[src/adc_pkg.sv]
// package for the converter control and result register block
// assumes an ahb-lite slave port at 32 bits and a comparator-based analog core
package adc_pkg;

    // register byte offsets
    localparam logic [7:0] OFS_CTRL = 8'h00;
    localparam logic [7:0] OFS_RES_HI = 8'h04;
    localparam logic [7:0] OFS_RES_LO = 8'h08;
    localparam logic [7:0] OFS_FLAG = 8'h0c;
    localparam logic [7:0] OFS_CLKSEL = 8'h10;

    // control and flag register field positions
    localparam int BIT_JUSTIFY = 7;
    localparam int BIT_REF = 6;
    localparam int BIT_CHAN_HI = 3;
    localparam int BIT_CHAN_LO = 2;
    localparam int BIT_GO = 1;
    localparam int BIT_EN = 0;
    localparam int BIT_FLAG = 0;

    // reset values
    localparam logic [7:0] CTRL_RESET = 8'h00;
    localparam logic [7:0] RES_RESET = 8'h00;
    localparam logic [2:0] CLKSEL_RESET = 3'h0;

    // result layout
    localparam int RES_W = 10;
    localparam logic [9:0] TRIAL_MSB = 10'h200;
    localparam logic [9:0] TRIAL_LSB = 10'h001;
    localparam logic [7:0] MASK_RIGHT_HI = 8'h03;
    localparam logic [7:0] MASK_RIGHT_LO = 8'hff;
    localparam logic [7:0] MASK_LEFT_HI = 8'hff;
    localparam logic [7:0] MASK_LEFT_LO = 8'hc0;

    // conversion clock: code n divides hclk by 2 << n, top code 5
    localparam int TAD_CNT_W = 7;
    localparam logic [2:0] CLKSEL_MAX = 3'h5;
    localparam logic [TAD_CNT_W-1:0] TAD_BASE = 7'h02;
    localparam logic [TAD_CNT_W-1:0] TAD_ONE = 7'h01;
    localparam logic [1:0] ABORT_TADS = 2'h2;

    typedef enum logic [1:0] {
        ST_IDLE,
        ST_CONV,
        ST_ABORT
    } conv_state_e;

    // controls toward the analog core
    typedef struct packed {
        logic power_on;
        logic ref_ext;
        logic [1:0] chan;
        logic sampling;
        logic [RES_W-1:0] trial;
    } core_ctrl_s;

endpackage

[src/adc_ctrl.sv]
// converter control, status and result registers behind an ahb-lite slave
// assumes one slave on the bus, single word transfers, comparator from the core
//
// Implementation choices: the AHB-Lite register port and the register offsets.
`timescale 1ns/1ps
module adc_ctrl (
    input wire logic hclk, // system clock, 20 mhz
    input wire logic hresetn, // async reset, active low
    input wire logic hsel, // slave select
    input wire logic [31:0] haddr, // byte address
    input wire logic [1:0] htrans, // transfer type
    input wire logic hwrite, // write when high
    input wire logic [2:0] hsize, // word only
    input wire logic [31:0] hwdata, // write data
    input wire logic hready, // bus ready
    output logic [31:0] hrdata, // read data
    output logic hreadyout, // slave ready
    output logic hresp, // always okay
    input wire logic cmp_in, // core comparator, input above trial
    output adc_pkg::core_ctrl_s core_ctrl, // controls to analog core
    output logic done_flag // completion flag level
);

    typedef struct packed {
        adc_pkg::conv_state_e state;
        logic justify;
        logic ref_ext;
        logic [1:0] chan;
        logic enable;
        logic [7:0] res_hi;
        logic [7:0] res_lo;
        logic flag;
        logic [2:0] clksel;
        logic [adc_pkg::RES_W-1:0] sar;
        logic [adc_pkg::RES_W-1:0] mask;
        logic [1:0] abort_cnt;
        logic wr_pend;
        logic rd_pend;
        logic [7:0] addr;
        logic [31:0] rdata;
        logic cmp_s1;
        logic cmp_s2;
    } ctrl_state_s;

    ctrl_state_s st_q;
    ctrl_state_s st_d;
    logic tick;
    logic tick_clear;
    logic addr_ok;
    logic [7:0] wbyte;
    logic [adc_pkg::RES_W-1:0] final_res;
    logic wr_ctrl;
    logic busy;

    // conversion clock divider, restarted at each start and abort
    tad_tick_gen u_tad (
        .hclk(hclk),
        .hresetn(hresetn),
        .clear(tick_clear),
        .clk_sel(st_q.clksel),
        .tick(tick)
    );

    // read data for an offset, from current state
    function automatic logic [7:0] read_byte(input ctrl_state_s s, input logic [7:0] a);
        logic [7:0] v;
        v = 8'h00;
        if (a == adc_pkg::OFS_CTRL) begin
            v[adc_pkg::BIT_JUSTIFY] = s.justify;
            v[adc_pkg::BIT_REF] = s.ref_ext;
            v[adc_pkg::BIT_CHAN_HI:adc_pkg::BIT_CHAN_LO] = s.chan;
            v[adc_pkg::BIT_GO] = (s.state == adc_pkg::ST_CONV);
            v[adc_pkg::BIT_EN] = s.enable;
        end else if (a == adc_pkg::OFS_RES_HI) begin
            v = s.res_hi;
        end else if (a == adc_pkg::OFS_RES_LO) begin
            v = s.res_lo;
        end else if (a == adc_pkg::OFS_FLAG) begin
            v[adc_pkg::BIT_FLAG] = s.flag;
        end else if (a == adc_pkg::OFS_CLKSEL) begin
            v[2:0] = s.clksel;
        end
        return v;
    endfunction

    // software view of result bytes depends on justification
    function automatic logic [7:0] res_mask(input logic right, input logic high);
        logic [7:0] m;
        if (right) begin
            m = high ? adc_pkg::MASK_RIGHT_HI : adc_pkg::MASK_RIGHT_LO;
        end else begin
            m = high ? adc_pkg::MASK_LEFT_HI : adc_pkg::MASK_LEFT_LO;
        end
        return m;
    endfunction

    // static outputs and helpers
    assign hrdata = st_q.rdata;
    assign hreadyout = !st_q.rd_pend;
    assign hresp = 1'b0;
    assign done_flag = st_q.flag;
    assign busy = (st_q.state == adc_pkg::ST_CONV);
    assign wbyte = hwdata[7:0];
    assign addr_ok = hsel && htrans[1] && hready;
    assign wr_ctrl = st_q.wr_pend && (st_q.addr == adc_pkg::OFS_CTRL);

    // analog core controls; core unpowered while disabled
    always_comb begin
        core_ctrl.power_on = st_q.enable;
        core_ctrl.ref_ext = st_q.ref_ext;
        core_ctrl.chan = st_q.chan;
        core_ctrl.sampling = st_q.enable && (st_q.state == adc_pkg::ST_IDLE);
        core_ctrl.trial = st_q.sar;
    end

    // bit decision of the current trial; a low comparator drops the bit
    always_comb begin
        final_res = cmp_keep(st_q.cmp_s2) ? st_q.sar : (st_q.sar & ~st_q.mask);
    end

    function automatic logic cmp_keep(input logic c);
        return c;
    endfunction

    // divider restart on a start or an abort request
    always_comb begin
        tick_clear = 1'b0;
        if (wr_ctrl) begin
            if (st_q.state == adc_pkg::ST_IDLE && wbyte[adc_pkg::BIT_GO]
                && wbyte[adc_pkg::BIT_EN]) begin
                tick_clear = 1'b1;
            end else if (busy && !(wbyte[adc_pkg::BIT_GO] && wbyte[adc_pkg::BIT_EN])) begin
                tick_clear = 1'b1;
            end
        end
    end

    // next state: bus, registers and successive approximation
    always_comb begin
        st_d = st_q;

        // comparator crosses from the analog side: two flops first
        st_d.cmp_s1 = cmp_in;
        st_d.cmp_s2 = st_q.cmp_s1;

        // bus address phase; reads wait one cycle so a prior write is seen
        st_d.wr_pend = 1'b0;
        st_d.rd_pend = 1'b0;
        if (st_q.rd_pend) begin
            st_d.rdata = {24'h000000, read_byte(st_q, st_q.addr)};
        end
        if (addr_ok) begin
            st_d.addr = haddr[7:0];
            st_d.wr_pend = hwrite;
            st_d.rd_pend = !hwrite;
            if (haddr[31:8] != 24'h000000) begin
                st_d.addr = 8'hff; // unmapped: reads zero, writes dropped
            end
        end

        // conversion sequencer, one step per conversion clock tick
        case (st_q.state)
            adc_pkg::ST_IDLE: begin
                st_d.mask = '0;
            end
            adc_pkg::ST_CONV: begin
                if (tick) begin
                    if (st_q.mask == '0) begin
                        // first period is overhead, then msb trial
                        st_d.mask = adc_pkg::TRIAL_MSB;
                        st_d.sar = adc_pkg::TRIAL_MSB;
                    end else if (st_q.mask == adc_pkg::TRIAL_LSB) begin
                        // eleventh period ends: load, flag, clear go
                        st_d.state = adc_pkg::ST_IDLE;
                        st_d.sar = final_res;
                        st_d.flag = 1'b1;
                        st_d.mask = '0;
                        if (st_q.justify) begin
                            st_d.res_hi = {6'h00, final_res[9:8]};
                            st_d.res_lo = final_res[7:0];
                        end else begin
                            st_d.res_hi = final_res[9:2];
                            st_d.res_lo = {final_res[1:0], 6'h00};
                        end
                    end else begin
                        // decide this bit and try the next lower one
                        st_d.mask = st_q.mask >> 1;
                        st_d.sar = final_res | (st_q.mask >> 1);
                    end
                end
            end
            adc_pkg::ST_ABORT: begin
                // restart delay before acquisition resumes
                if (tick) begin
                    st_d.abort_cnt = st_q.abort_cnt + 2'h1;
                    if (st_q.abort_cnt + 2'h1 == adc_pkg::ABORT_TADS) begin
                        st_d.state = adc_pkg::ST_IDLE;
                    end
                end
            end
            default: begin
                st_d.state = adc_pkg::ST_IDLE;
            end
        endcase

        // bus write data phase; software wins over a same-edge completion except at the flag register while the flag is clear
        if (st_q.wr_pend) begin
            if (st_q.addr == adc_pkg::OFS_CTRL) begin
                st_d.justify = wbyte[adc_pkg::BIT_JUSTIFY];
                st_d.ref_ext = wbyte[adc_pkg::BIT_REF];
                st_d.chan = wbyte[adc_pkg::BIT_CHAN_HI:adc_pkg::BIT_CHAN_LO];
                st_d.enable = wbyte[adc_pkg::BIT_EN];
                if (st_q.state == adc_pkg::ST_IDLE) begin
                    if (wbyte[adc_pkg::BIT_GO] && wbyte[adc_pkg::BIT_EN]) begin
                        // start: trials begin after the overhead period
                        st_d.state = adc_pkg::ST_CONV;
                        st_d.mask = '0;
                        st_d.sar = '0;
                    end
                end else if (busy) begin
                    if (!(wbyte[adc_pkg::BIT_GO] && wbyte[adc_pkg::BIT_EN])) begin
                        // go or enable cleared: drop partial result
                        st_d.state = adc_pkg::ST_ABORT;
                        st_d.abort_cnt = '0;
                        st_d.mask = '0;
                        st_d.flag = st_q.flag;
                        st_d.res_hi = st_q.res_hi;
                        st_d.res_lo = st_q.res_lo;
                        st_d.sar = st_q.sar;
                    end
                end
            end else if (st_q.addr == adc_pkg::OFS_RES_HI) begin
                st_d.res_hi = wbyte & res_mask(st_q.justify, 1'b1);
            end else if (st_q.addr == adc_pkg::OFS_RES_LO) begin
                st_d.res_lo = wbyte & res_mask(st_q.justify, 1'b0);
            end else if (st_q.addr == adc_pkg::OFS_FLAG) begin
                // writing zero clears; a completion on the same edge wins unless the flag was already set
                if (!wbyte[adc_pkg::BIT_FLAG] && st_d.flag == st_q.flag) begin
                    st_d.flag = 1'b0;
                end
            end else if (st_q.addr == adc_pkg::OFS_CLKSEL) begin
                st_d.clksel = wbyte[2:0];
            end
        end
    end

    // single register for all state except the divider count, which u_tad holds
    always_ff @(posedge hclk or negedge hresetn) begin
        if (!hresetn) begin
            st_q <= '0;
            st_q.state <= adc_pkg::ST_IDLE;
            st_q.justify <= adc_pkg::CTRL_RESET[adc_pkg::BIT_JUSTIFY];
            st_q.ref_ext <= adc_pkg::CTRL_RESET[adc_pkg::BIT_REF];
            st_q.enable <= adc_pkg::CTRL_RESET[adc_pkg::BIT_EN];
            st_q.res_hi <= adc_pkg::RES_RESET;
            st_q.res_lo <= adc_pkg::RES_RESET;
            st_q.clksel <= adc_pkg::CLKSEL_RESET;
        end else begin
            st_q <= st_d;
        end
    end

endmodule

[src/tad_tick_gen.sv]
// conversion clock divider producing a one-cycle tick per period
// assumes hclk domain only; clear restarts the period from zero
`timescale 1ns/1ps
module tad_tick_gen (
    input wire logic hclk, // system clock
    input wire logic hresetn, // async reset, active low
    input wire logic clear, // restart the period
    input wire logic [2:0] clk_sel, // divide code
    output logic tick // one cycle at period end
);

    typedef struct packed {
        logic [adc_pkg::TAD_CNT_W-1:0] cnt;
    } tick_state_s;

    tick_state_s st_q;
    tick_state_s st_d;
    logic [2:0] sel_c;
    logic [adc_pkg::TAD_CNT_W-1:0] limit;

    // codes above the top divide saturate rather than wrap
    always_comb begin
        sel_c = (clk_sel > adc_pkg::CLKSEL_MAX) ? adc_pkg::CLKSEL_MAX : clk_sel;
        limit = (adc_pkg::TAD_BASE << sel_c) - adc_pkg::TAD_ONE;
        tick = (st_q.cnt == limit) && !clear;
        st_d = st_q;
        if (clear || tick) begin
            st_d.cnt = '0;
        end else begin
            st_d.cnt = st_q.cnt + adc_pkg::TAD_ONE;
        end
    end

    always_ff @(posedge hclk or negedge hresetn) begin
        if (!hresetn) begin
            st_q <= '0;
        end else begin
            st_q <= st_d;
        end
    end

endmodule

[config.mk]
export PLATFORM = sky130hd
export DESIGN_NAME = adc_ctrl
export DESIGN_NICKNAME = d
export VERILOG_FILES = /design/src/adc_pkg.sv /design/src/adc_ctrl.sv /design/src/tad_tick_gen.sv
export SDC_FILE = /design/constraint.sdc
export NUM_CORES = 1
export LEC_CHECK = 0
export ABC_AREA = 1
export BUFFER_PORTS_ARGS = -buffer_cell sky130_fd_sc_hd__buf_2
export CORE_UTILIZATION = 40
export DETAILED_ROUTE_END_ITERATION = 12
export GPL_TIMING_DRIVEN = 0
export HOLD_SLACK_MARGIN = 0.12
export PLACE_DENSITY = 0.59
export SLEW_MARGIN = 25
export SYNTH_ARGS = -nofsm -noshare
export SYNTH_HDL_FRONTEND = slang
export SYNTH_SLANG_ARGS = --single-unit
[constraint.sdc]
create_clock -name hclk -period 2.45 [get_ports hclk]
set_input_delay 0.3675 -clock hclk [delete_from_list [all_inputs] [get_ports hclk]]
set_output_delay 0.3675 -clock hclk [all_outputs]
set_load 0.1 [all_outputs]
# Word level (Yosys, flattened, before mapping)
# Index checks and enable logic that the tools add are counted.
classes:
  addsub: 3
  shifts: 1
  n_reduce_logical: 22
  n_eq_ne: 11
  muxes: 69
  bitwise: 9
  magnitude_cmp: 1
op_table:
  columns: ["cell", "count"]
  rows:
  - ["$mux W17", 8]
  - ["$mux W20", 5]
  - ["$mux W8", 12]
  - ["$mux W22", 3]
  - ["$mux W49", 1]
  - ["$mux W10", 3]
  - ["$mux W2", 15]
  - ["$reduce_bool A24 Y1", 1]
  - ["$pmux W10 S2", 1]
  - ["$mux W3", 6]
  - ["$and A8 B8 Y8", 2]
  - ["$eq A8 B4 Y1 const B", 2]
  - ["$mux W16", 1]
  - ["$mux W7", 2]
  - ["$mux W12", 1]
  - ["$and A10 B10 Y10", 1]
  - ["$eq A10 B1 Y1 const B", 1]
  - ["$logic_and A1 B1 Y1", 10]
  - ["$logic_not A10 Y1", 1]
  - ["$not A10 Y10", 1]
  - ["$or A10 B9 Y10", 1]
  - ["$eq A8 B3 Y1 const B", 1]
  - ["$eq A8 B5 Y1 const B", 1]
  - ["$logic_not A8 Y1", 1]
  - ["other kinds (21)", 35]
totals:
  reg_bits: 76
  input_bits: 75

# Longest topological paths before layout
# Gate-level depths: netlist (run 1).
logic_depth:
  word_depth: 18
  mapped_depth: 17
  ltp_nobuf: 17

# Cells and area by module
# Synthesis (run 1) repeated with hierarchy kept, for this count alone.
unflattened:
  hier_cells: 644
  area_unflattened_um2: 4609.4
by_module_without_submodules:
  columns: ["mod", "n_inst", "cells_per_inst", "area_per_inst_um2", "seq_area_each_um2"]
  rows:
  - ["adc_ctrl", 1, 578, 4125.2, 1726.7]
  - ["tad_tick_gen", 1, 66, 484.2, 175.2]

# Least setup slack after synthesis (run 1)
# Ideal clock, no wire load.
synth_path:
  kind: "register to output"
  from: "reg st_q[91] (netlist bit)"
  to: "out core_ctrl[10] (netlist bit)"
  setup_slack_ns: 0.234
  path_stages_with_launch: 4
  t_arrival_ns: 1.849
  path_cell_list: "dfrtp_1 -> nor2_1 -> inv_1 -> nor2_1"
synth_rtl:
  columns: ["element", "line_no", "source"]
  rows:
  - ["start: declaration", "adc_ctrl.sv:45", "ctrl_state_s st_q;"]
  - ["start signal: assignment", "adc_ctrl.sv:259", "st_q <= st_d;"]
  - ["end: declaration", "adc_ctrl.sv:20", "output adc_pkg::core_ctrl_s core_ctrl,"]

# Final worst setup path (run 1)
layout_path:
  from: "reg st_q[42] (netlist bit)"
  to: "out hreadyout"
layout_between:
  elab_chain_cells: 1
layout_lines:
  columns: ["element", "line_no", "source"]
  rows:
  - ["$logic_not A1 Y1", "adc_ctrl.sv:99", "assign hreadyout = !st_q.rd_pend;"]
  - ["end: declaration", "adc_ctrl.sv:17", "output logic hreadyout,"]
# No other way between the ends.

==> metrics.txt, run 1 <==
# TYPE chip_impl_metric gauge
chip_impl_info{name="violated_checks",value="design-rule violations"} 1
chip_impl_metric{name="synth_top_area_share",unit="%"} 39.7
chip_impl_metric{name="reg2reg_depth",unit=""} 14
chip_impl_metric{name="cellPowerDensity",unit="mW/mm^2"} 530
chip_impl_metric{name="critical_path.max_stage_delay",unit="ps"} 450
chip_impl_metric{name="route.antenna.remaining_nets",unit=""} 0
chip_impl_info{name="regToRegEndpoint",value="st_q[84]"} 1
chip_impl_metric{name="yosysSeqAreaShare",unit="%"} 39.7
chip_impl_metric{name="clkSlewWorstSetupHoldPaths",unit="ps"} 60
chip_impl_info{name="cp_slowest_cell",value="sky130_fd_sc_hd__clkbuf_4"} 1
chip_impl_metric{name="io_pins",unit=""} 125
chip_impl_metric{name="first_pass_iters",unit=""} 9
chip_impl_metric{name="first_global_vias",unit=""} 4300
chip_impl_info{name="worstHoldEndpoint",value="st_d[0]"} 1
chip_impl_metric{name="tritoncts.num_buffers",unit=""} 9
chip_impl_metric{name="place.detailed.hpwl",unit="microns"} 9390
chip_impl_metric{name="p_total",unit="W"} 0.00310
chip_impl_metric{name="hold_path_depth",unit=""} 1
chip_impl_metric{name="dieHeight",unit="microns"} 111
chip_impl_metric{name="postSynth.asyncResetShare",unit="%"} 100
chip_impl_metric{name="synth-simple-area-share",unit="%"} 28.6
chip_impl_metric{name="timing.critical_path.fanout_max",unit=""} 10
chip_impl_metric{name="clock-sinks",unit=""} 76
chip_impl_metric{name="synth.mux.area_fraction",unit="%"} 0
chip_impl_metric{name="post_route_cells_drive_above_1_share",unit="%"} 25.4
chip_impl_metric{name="min_period",unit="ps"} 2290
chip_impl_metric{name="fraction_of_the_mapped_netlist_area_in_compound_gates",unit="%"} 13.9
chip_impl_metric{name="syn_area",unit="sq mm"} 0.00479
chip_impl_metric{name="routed_wirelength",unit="microns"} 12500
chip_impl_metric{name="detail_route.wl_per_cell",unit="microns"} 13.8
chip_impl_info{name="tritoncts",value="yes"} 1
chip_impl_metric{name="worst-path-buf-inv",unit=""} 4
chip_impl_info{name="ys_top_cells_by_count",value="135 x sky130_fd_sc_hd__nand2_1, 80 x sky130_fd_sc_hd__inv_1, 76 x sky130_fd_sc_hd__dfrtp_1"} 1
chip_impl_metric{name="antennaDiodeCount",unit=""} 0
chip_impl_info{name="crit_end_category",value="output port"} 1
chip_impl_metric{name="register_bit_count_reported_by_yosys",unit=""} 76
chip_impl_metric{name="drt-vias-per-instance",unit=""} 4.90
chip_impl_metric{name="finalWeightedCongestion",unit=""} 0.889
chip_impl_metric{name="synth_enable_flop_cells",unit=""} 0
chip_impl_metric{name="pin_count_of_the_biggest_net_entering_global_routing",unit=""} 40
chip_impl_metric{name="report.final.setup_viol",unit=""} 0
chip_impl_metric{name="finalClockSkew",unit="ps"} 8.48
chip_impl_metric{name="setup-tns-final",unit="ps"} 0
chip_impl_metric{name="syn-mean-instance-area",unit="sq um"} 7.45
chip_impl_metric{name="antenna_found_initial",unit=""} 0
chip_impl_metric{name="leakagePower",unit="nW"} 3.02
chip_impl_metric{name="grtUsageMet2",unit="%"} 33.5
chip_impl_info{name="worst_path_dominant_cell_family",value="buffers and inverters"} 1
chip_impl_metric{name="floorplan.initialDensity",unit="%"} 41.4
chip_impl_info{name="critical_path_start_end_classification",value="flop to output port"} 1
chip_impl_info{name="post-synth-top-count-cell",value="sky130_fd_sc_hd__nand2_1"} 1
chip_impl_metric{name="core",unit="sq mm"} 0.0116
chip_impl_metric{name="globalRouteMet3Util",unit="%"} 4.25
chip_impl_metric{name="std_cell_rows",unit=""} 39
chip_impl_metric{name="number_of_hold_violations_in_the_final_report",unit=""} 0
chip_impl_info{name="rsz_0062_raised_after_global_routing",value="false"} 1
chip_impl_metric{name="cts_buffer_depth",unit=""} 2
chip_impl_metric{name="cts_max_level",unit=""} 3
chip_impl_metric{name="post-route-period-util",unit="%"} 93.3
chip_impl_metric{name="grt_remaining_overflow",unit=""} 0
chip_impl_metric{name="drt_iter0_drc",unit=""} 213
chip_impl_metric{name="worstMarginPinSlew",unit="ps"} 596
chip_impl_metric{name="yosysUniqueCellTypes",unit=""} 45
chip_impl_metric{name="fp.dieArea",unit="sq mm"} 0.0124
chip_impl_info{name="synth_top_family_by_area",value="simple AND/OR/NAND/NOR gates"} 1
chip_impl_metric{name="num-nets-final",unit=""} 837
chip_impl_metric{name="max_cap_violations",unit=""} 0
chip_impl_metric{name="worst_ep_required",unit="ps"} 2080
chip_impl_metric{name="cp.arrival",unit="ps"} 1920
chip_impl_info{name="status",value="complete, but fails checks"} 1
chip_impl_metric{name="number_of_buffer_cells_added_on_primary_ports",unit=""} 71
chip_impl_metric{name="use_met1",unit="%"} 28.6
chip_impl_info{name="crit_chain",value="clkbuf_1, inv_1, clkbuf_1, clkbuf_4"} 1
chip_impl_metric{name="chipWidth",unit="microns"} 111
chip_impl_metric{name="clock.fmax",unit="GHz"} 0.437
chip_impl_metric{name="max-vdd-ir-drop",unit="uV"} 360
chip_impl_metric{name="clk_latency",unit="ps"} 340
chip_impl_info{name="clock_root_cell",value="sky130_fd_sc_hd__clkbuf_16"} 1
chip_impl_info{name="path_common_cell",value="sky130_fd_sc_hd__clkbuf_1"} 1
chip_impl_metric{name="final-max-slew-violation-count",unit=""} 0
chip_impl_info{name="top_usage_layer",value="met2"} 1
chip_impl_metric{name="ff2ff_setup_slack",unit="ps"} 190
chip_impl_metric{name="synthesis.instances",unit=""} 643
chip_impl_metric{name="grt_pass1_wl",unit="microns"} 20700
chip_impl_info{name="r2r_start",value="st_q[68]"} 1
chip_impl_info{name="worst_hold_path_type",value="input port to flop"} 1
chip_impl_info{name="yosys_most_used_dff",value="sky130_fd_sc_hd__dfrtp_1"} 1
chip_impl_info{name="synthDominantAreaCellType",value="sky130_fd_sc_hd__dfrtp_1"} 1
chip_impl_info{name="min_from",value="cmp_in"} 1
chip_impl_metric{name="areaGrowthSynthToFinish",unit="%"} 22.0
chip_impl_info{name="timing.critical_path.from_type",value="flop"} 1
chip_impl_metric{name="synth_adder_area_share",unit="%"} 0.783
chip_impl_metric{name="grt_usage",unit="%"} 20.9
chip_impl_metric{name="slew_margin_rel",unit="%"} 59.9
chip_impl_metric{name="synth-xor-area-share",unit="%"} 0.548
chip_impl_info{name="ys_top_cells_by_area",value="sky130_fd_sc_hd__dfrtp_1 40%, sky130_fd_sc_hd__nand2_1 11%, sky130_fd_sc_hd__buf_4 7.4%"} 1
chip_impl_metric{name="via_count",unit=""} 4443
chip_impl_metric{name="yosysWarnings",unit=""} 0
chip_impl_metric{name="remaining_drc_errors",unit=""} 11
## metrics by stage
step	hold slack, ps	area [sq um]	util [%]	std cells	setup slack, ps
6_report	136	5850	50.5	906	164
5_1_grt	133	5850	50.5	906	10.6
4_1_cts	130	5750	49.7	898	17.4
3_5_place_dp	336	5440	47.0	882	47.3
3_3_place_gp	338	5420	46.8	881	82.7
2_1_floorplan	71.9	4880	-	667	234
## where the power goes
| group | internal (W) | switching (W) |
|---|---|---|
| clock | 0.000837 | 0.000530 |
| combinational | 0.0000981 | 0.000336 |
| sequential | 0.00128 | 0.0000174 |
| total | 0.00222 | 0.000883 |
## cells by family after synthesis
kind of cell | count (synthesis)
XOR/XNOR | 3
AO/OA/AOI/OAI | 125
adder cells (fa/ha/maj) | 3
buffers and inverters | 149
other | 1
AND/OR/NAND/NOR | 286
flip-flops | 76
## timing repair
action / CTS / global route
gates resized for setup: 0 / 14
hold buffers: 1 / 0
endpoints found under the hold margin: 37 / 0
setup endpoints to repair: 0 / 39
buffers inserted: 0 / 6
## final cells by class
class / instances / area [sq um]
fill: 1190 / 5720
sequential: 76 / 1910
timing repair buffer: 79 / 435
clock inverter: 4 / 48.8
multi-input combinational: 444 / 2230
buffer: 61 / 439
clock buffer: 11 / 253
inverter: 88 / 350
tap: 143 / 179
## sequential cells by signal, indices dropped and copies added (netlist names)
register,flops
core_ctrl,14
st_d,1
st_q,45
done_flag,1
hrdata,8
u_tad.st_q,7
## cells in the final DEF, fill, tap and decap left out, types with 5 or more instances in the layout
master,count
sky130_fd_sc_hd__nor2_2,6
sky130_fd_sc_hd__nand2_1,135
sky130_fd_sc_hd__nor2_1,49
sky130_fd_sc_hd__buf_4,54
sky130_fd_sc_hd__a21oi_1,40
sky130_fd_sc_hd__dfrtp_1,73
sky130_fd_sc_hd__buf_2,71
sky130_fd_sc_hd__conb_1,25
sky130_fd_sc_hd__clkbuf_1,9
sky130_fd_sc_hd__nand2_2,8
sky130_fd_sc_hd__nand3_1,46
sky130_fd_sc_hd__nor4_1,9
sky130_fd_sc_hd__inv_1,78
sky130_fd_sc_hd__clkbuf_16,9
sky130_fd_sc_hd__nor3_1,10
sky130_fd_sc_hd__o21ai_1,10
sky130_fd_sc_hd__nor2_4,6
sky130_fd_sc_hd__inv_2,5
sky130_fd_sc_hd__o21ai_0,61
## how the worst max path moves through the flow
| stage | to | depth (start not counted) | startpoint |
|---|---|---|---|
| 5_1_grt | st_q[70] | 16 | st_q[67] |
| 4_1_cts | st_q[83] | 14 | st_q[66] |
| 3_5_place_dp | st_q[83] | 14 | st_q[66] |
| 3_3_place_gp | st_q[83] | 14 | st_q[66] |
| 6_report | hreadyout | 4 | st_q[42] |
| 2_1_floorplan | core_ctrl[10] | 3 | st_q[91] |
## layer usage
metal / part of all wire [%] / vias to the layer above
met5: 0 / -
met3: 4.4 / 10
li1: - / 2248
met4: 1.1 / 0
met1: 48 / 2076
met2: 47 / 109
Note: power is estimated with default switching activity, not from simulation.
==> run 2: changes to the inputs <==
--- a/config.mk
+++ b/config.mk
@@ -5,13 +5,12 @@
 export SDC_FILE = /design/constraint.sdc
 export NUM_CORES = 1
 export LEC_CHECK = 0
-export ABC_AREA = 1
 export BUFFER_PORTS_ARGS = -buffer_cell sky130_fd_sc_hd__buf_2
 export CORE_UTILIZATION = 40
 export DETAILED_ROUTE_END_ITERATION = 12
 export GPL_TIMING_DRIVEN = 0
 export HOLD_SLACK_MARGIN = 0.12
-export PLACE_DENSITY = 0.59
+export PLACE_DENSITY = 0.6
 export SLEW_MARGIN = 25
 export SYNTH_ARGS = -nofsm -noshare
 export SYNTH_HDL_FRONTEND = slang
==> run 2 against run 1 <==
  * The run ends with negative setup slack left
  * Sequential power grew 9%
  * Sequential share of layout area is 1.4 points higher
  * Clock power is 12% lower
  * Clock skew increased by 6.5 ps
  * Power is 19% higher
  * Area after synthesis decreased by 9.3%
  * Non-clock buffer count grew 12
  * Combinational power up 140%
  * Critical path depth up 5
  * First-iteration DRC count up 42%
  * Die area shrank 9.2%
==> metrics.txt, run 2 <==
# TYPE chip_impl_metric gauge
chip_impl_info{name="worst_hold_path_type",value="input port to flop"} 1
chip_impl_info{name="layout_common_cells",value="75 x sky130_fd_sc_hd__dfrtp_1, 70 x sky130_fd_sc_hd__buf_2, 55 x sky130_fd_sc_hd__buf_4"} 1
chip_impl_info{name="worstHoldEndpoint",value="st_q[42]"} 1
chip_impl_info{name="critical_path_start_end_classification",value="flop to flop"} 1
chip_impl_info{name="path_common_cell",value="sky130_fd_sc_hd__a2111o_1"} 1
chip_impl_metric{name="number_of_flip_flops_in_the_largest_register",unit=""} 45
chip_impl_metric{name="std_cell_rows",unit=""} 37
chip_impl_metric{name="finalWeightedCongestion",unit=""} 0.823
chip_impl_metric{name="worst-path-buf-inv",unit=""} 2
chip_impl_metric{name="grt_pass1_wl",unit="microns"} 19400
chip_impl_metric{name="io_pins",unit=""} 125
chip_impl_metric{name="synth_top_area_share",unit="%"} 43.8
chip_impl_metric{name="postSynth.asyncResetShare",unit="%"} 100
chip_impl_metric{name="number_of_buffer_cells_added_on_primary_ports",unit=""} 71
chip_impl_metric{name="chipWidth",unit="microns"} 106
chip_impl_metric{name="clk_latency",unit="ps"} 370
chip_impl_metric{name="hold_path_depth",unit=""} 2
chip_impl_metric{name="synth-simple-area-share",unit="%"} 20.6
chip_impl_metric{name="post-route-period-util",unit="%"} 115
chip_impl_info{name="r2r_start",value="st_q[67]"} 1
chip_impl_metric{name="pin_count_of_the_biggest_net_entering_global_routing",unit=""} 49
chip_impl_metric{name="synth_enable_flop_cells",unit=""} 0
chip_impl_metric{name="cellPowerDensity",unit="mW/mm^2"} 660
chip_impl_metric{name="grt_usage",unit="%"} 22.2
chip_impl_info{name="violated_checks",value="negative setup slack"} 1
chip_impl_metric{name="cts_max_level",unit=""} 3
chip_impl_info{name="final_common_cell",value="sky130_fd_sc_hd__dfrtp_1"} 1
chip_impl_info{name="regToRegEndpoint",value="st_q[79]"} 1
chip_impl_info{name="largest-register",value="st_q"} 1
chip_impl_metric{name="cp.arrival",unit="ps"} 3060
chip_impl_metric{name="remaining_drc_errors",unit=""} 0
chip_impl_info{name="timing.critical_path.from_type",value="flop"} 1
chip_impl_info{name="tritoncts",value="yes"} 1
chip_impl_metric{name="reg2reg_depth",unit=""} 9
chip_impl_metric{name="number_of_hold_violations_in_the_final_report",unit=""} 0
chip_impl_metric{name="worst_ep_required",unit="ps"} 2700
chip_impl_metric{name="synth_adder_area_share",unit="%"} 0.864
chip_impl_info{name="status",value="complete, but fails checks"} 1
chip_impl_metric{name="slew_margin_rel",unit="%"} 28.8
chip_impl_info{name="ys_top_cells_by_count",value="76 x sky130_fd_sc_hd__dfrtp_1, 47 x sky130_fd_sc_hd__buf_4, 33 x sky130_fd_sc_hd__nand2_1"} 1
chip_impl_metric{name="design_area",unit="sq mm"} 0.00560
chip_impl_metric{name="drt_iter0_drc",unit=""} 303
chip_impl_metric{name="critical_path.max_stage_delay",unit="ps"} 480
chip_impl_metric{name="fp.dieArea",unit="sq mm"} 0.0113
chip_impl_metric{name="max_cap_violations",unit=""} 0
chip_impl_metric{name="yosysSeqAreaShare",unit="%"} 43.8
chip_impl_info{name="post-synth-top-count-cell",value="sky130_fd_sc_hd__dfrtp_1"} 1
chip_impl_info{name="clock_root_cell",value="sky130_fd_sc_hd__clkbuf_8"} 1
chip_impl_metric{name="core",unit="sq mm"} 0.0104
chip_impl_metric{name="clock-sinks",unit=""} 76
chip_impl_info{name="crit_end_category",value="flop"} 1
chip_impl_metric{name="syn_area",unit="sq mm"} 0.00434
chip_impl_metric{name="n_fill_cell",unit=""} 979
chip_impl_metric{name="postPlaceCellArea",unit="sq mm"} 0.00504
chip_impl_metric{name="tritoncts.num_buffers",unit=""} 9
chip_impl_metric{name="post_route_cells_drive_above_1_share",unit="%"} 34.0
chip_impl_metric{name="cts_buffer_depth",unit=""} 2
chip_impl_metric{name="synthesis.instances",unit=""} 445
chip_impl_metric{name="first_global_vias",unit=""} 3682
chip_impl_metric{name="setup_ws",unit="ps"} -359
chip_impl_metric{name="grt_remaining_overflow",unit=""} 0
chip_impl_metric{name="dieHeight",unit="microns"} 106
chip_impl_info{name="min_from",value="hwrite"} 1
chip_impl_info{name="synthDominantAreaCellType",value="sky130_fd_sc_hd__dfrtp_1"} 1
chip_impl_metric{name="max-vdd-ir-drop",unit="uV"} 327
chip_impl_metric{name="fraction_of_the_mapped_netlist_area_in_compound_gates",unit="%"} 19.1
chip_impl_metric{name="finalClockSkew",unit="ps"} 15.0
chip_impl_metric{name="route.antenna.remaining_nets",unit=""} 0
chip_impl_metric{name="clock.fmax",unit="GHz"} 0.356
chip_impl_info{name="cp_slowest_cell",value="sky130_fd_sc_hd__dfrtp_2"} 1
chip_impl_metric{name="antennaDiodeCount",unit=""} 0
chip_impl_info{name="worst_path_dominant_cell_family",value="compound AO/OA/AOI/OAI gates"} 1
chip_impl_metric{name="areaGrowthSynthToFinish",unit="%"} 28.9
chip_impl_metric{name="detailedPlace.worstSlack",unit="ps"} -595
chip_impl_info{name="yosys_most_used_dff",value="sky130_fd_sc_hd__dfrtp_1"} 1
chip_impl_metric{name="worstMarginPinSlew",unit="ps"} 1070
chip_impl_metric{name="num-nets-final",unit=""} 641
chip_impl_metric{name="antenna_found_initial",unit=""} 0
chip_impl_metric{name="yosysWarnings",unit=""} 0
chip_impl_metric{name="final-max-slew-violation-count",unit=""} 0
chip_impl_metric{name="floorplan.initialDensity",unit="%"} 41.7
chip_impl_info{name="critical_path_startpoint",value="st_q[67]"} 1
chip_impl_metric{name="timing.critical_path.fanout_max",unit=""} 10
chip_impl_metric{name="place.detailed.hpwl",unit="microns"} 8630
chip_impl_info{name="ys_top_cells_by_area",value="sky130_fd_sc_hd__dfrtp_1 44%, sky130_fd_sc_hd__buf_4 8.1%, sky130_fd_sc_hd__o211ai_1 4.1%"} 1
chip_impl_metric{name="yosysUniqueCellTypes",unit=""} 65
chip_impl_metric{name="first_pass_iters",unit=""} 5
chip_impl_metric{name="min_period",unit="ps"} 2810
chip_impl_metric{name="register_bit_count_reported_by_yosys",unit=""} 76
chip_impl_metric{name="synth-xor-area-share",unit="%"} 1.41
chip_impl_metric{name="leakagePower",unit="nW"} 2.53
chip_impl_info{name="rsz_0062_raised_after_global_routing",value="true"} 1
chip_impl_metric{name="syn-mean-instance-area",unit="sq um"} 9.76
chip_impl_metric{name="via_count",unit=""} 3852
chip_impl_metric{name="setup-tns-final",unit="ps"} -13080
chip_impl_metric{name="detail_route.wl_per_cell",unit="microns"} 17.0
chip_impl_metric{name="routed_wirelength",unit="microns"} 12000
chip_impl_metric{name="synth.mux.area_fraction",unit="%"} 2.82
chip_impl_metric{name="drt-vias-per-instance",unit=""} 5.47
chip_impl_metric{name="report.final.setup_viol",unit=""} 48
chip_impl_info{name="crit_chain",value="or3_1, ha_2, xor2_2, a2111o_1, a2111o_1, buf_6, buf_4, o41ai_4, o21ai_1"} 1
chip_impl_info{name="synth_top_family_by_area",value="simple AND/OR/NAND/NOR gates"} 1
chip_impl_metric{name="ff2ff_setup_slack",unit="ps"} -360
chip_impl_metric{name="clkSlewWorstSetupHoldPaths",unit="ps"} 90
## run 2: changes by cell type after synthesis, moves of 8 or more
| cell | change |
|---|---|
| sky130_fd_sc_hd__nand2_1 | -102 |
| sky130_fd_sc_hd__o21ai_0 | -49 |
| sky130_fd_sc_hd__nor2_1 | -26 |
| sky130_fd_sc_hd__o211ai_1 | +24 |
| sky130_fd_sc_hd__inv_1 | -70 |
| sky130_fd_sc_hd__a21oi_1 | -26 |
| sky130_fd_sc_hd__nand3_1 | -33 |
| sky130_fd_sc_hd__nand2b_1 | +10 |
| sky130_fd_sc_hd__o22a_1 | +8 |
| sky130_fd_sc_hd__nand4_1 | +8 |
| sky130_fd_sc_hd__o21ai_1 | -8 |
| sky130_fd_sc_hd__clkbuf_1 | +9 |
| sky130_fd_sc_hd__mux2_2 | +10 |
| sky130_fd_sc_hd__nand2_2 | -8 |
## run 2: worst max-delay path by stage
stage                         to  cells past startpoint  slack (ps)
global route        core_ctrl[0]                     11        -450
finish                  st_q[79]                      9        -360
global placement        st_q[79]                     10        -570
detailed placement      st_q[79]                     10        -590
CTS                 core_ctrl[1]                     10        -490
floorplan               st_q[79]                     10        -250
## run 2: worst register-to-register path: cells and delay by family, from the launching register on
kind                       cells  cell delay [ps]
buffers and inverters          2              370
adders and majority gates      1              190
AOI/OAI and AO/OA              4             1120
xor gates and xnor gates       1              150
and+or+nand+nor                1              370
DFF                            1              480
## run 2: kinds of logic after synthesis
kind of cell | count (synthesis)
other | 1
and+or+nand+nor | 159
adders and majority gates | 3
muxes | 11
xor gates and xnor gates | 7
buffers and inverters | 79
DFF | 76
AOI/OAI and AO/OA | 109
## run 2: per-stage QoR
| step | utilization (%) | instances | total power (W) | hold slack [ps] |
|---|---|---|---|---|
| floorplan | - | 469 | 0.00217 | 71.9 |
| global placement | 48.1 | 676 | 0.00235 | 336 |
| detailed placement | 48.3 | 677 | 0.00236 | 322 |
| CTS | 52.9 | 703 | 0.00364 | 160 |
| global route | 53.7 | 704 | 0.00384 | 171 |
| finish | 53.7 | 704 | 0.00370 | 161 |
## run 2: metal layers
metal | track usage (%) | wire length, microns | share of wire, % | vias up
li1 | - | - | - | 1824
met1 | 30.5 | 5520 | 46 | 1884
met2 | 34.8 | 5620 | 47 | 128
met3 | 4.23 | 647 | 5.4 | 16
met4 | 7.84 | 191 | 1.6 | 0
met5 | 0 | 0 | 0 | -
## run 2: final cells by class
cell class              count  area [sq um]  area share, %
multi-input cells         314          2240           40.0
plain buffers              68           504           9.01
flip-flops and latches     76          1900           34.0
clock buffers              12           155           2.77
repair buffers             84           495           8.85
well taps                 136           170           3.04
clock inverters             4          95.1           1.70
inverters                  10          37.5          0.671
## run 2: where the power goes
part	total (W)	leakage [nW]	internal (W)	switching [W]
logic	0.00106	1.44	0.000362	0.000698
registers	0.00142	0.961	0.00133	0.0000899
clock network	0.00121	0.127	0.000731	0.000481
## run 2: what timing repair did
| action | in CTS | in global routing |
|---|---|---|
| pin swaps | 5 | 11 |
| endpoints found under the setup margin | 49 | 48 |
| setup buffers | 8 | 2 |
| endpoints found under the hold margin | 29 | 0 |
| resized for setup | 22 | 19 |
| hold buffers | 2 | 0 |
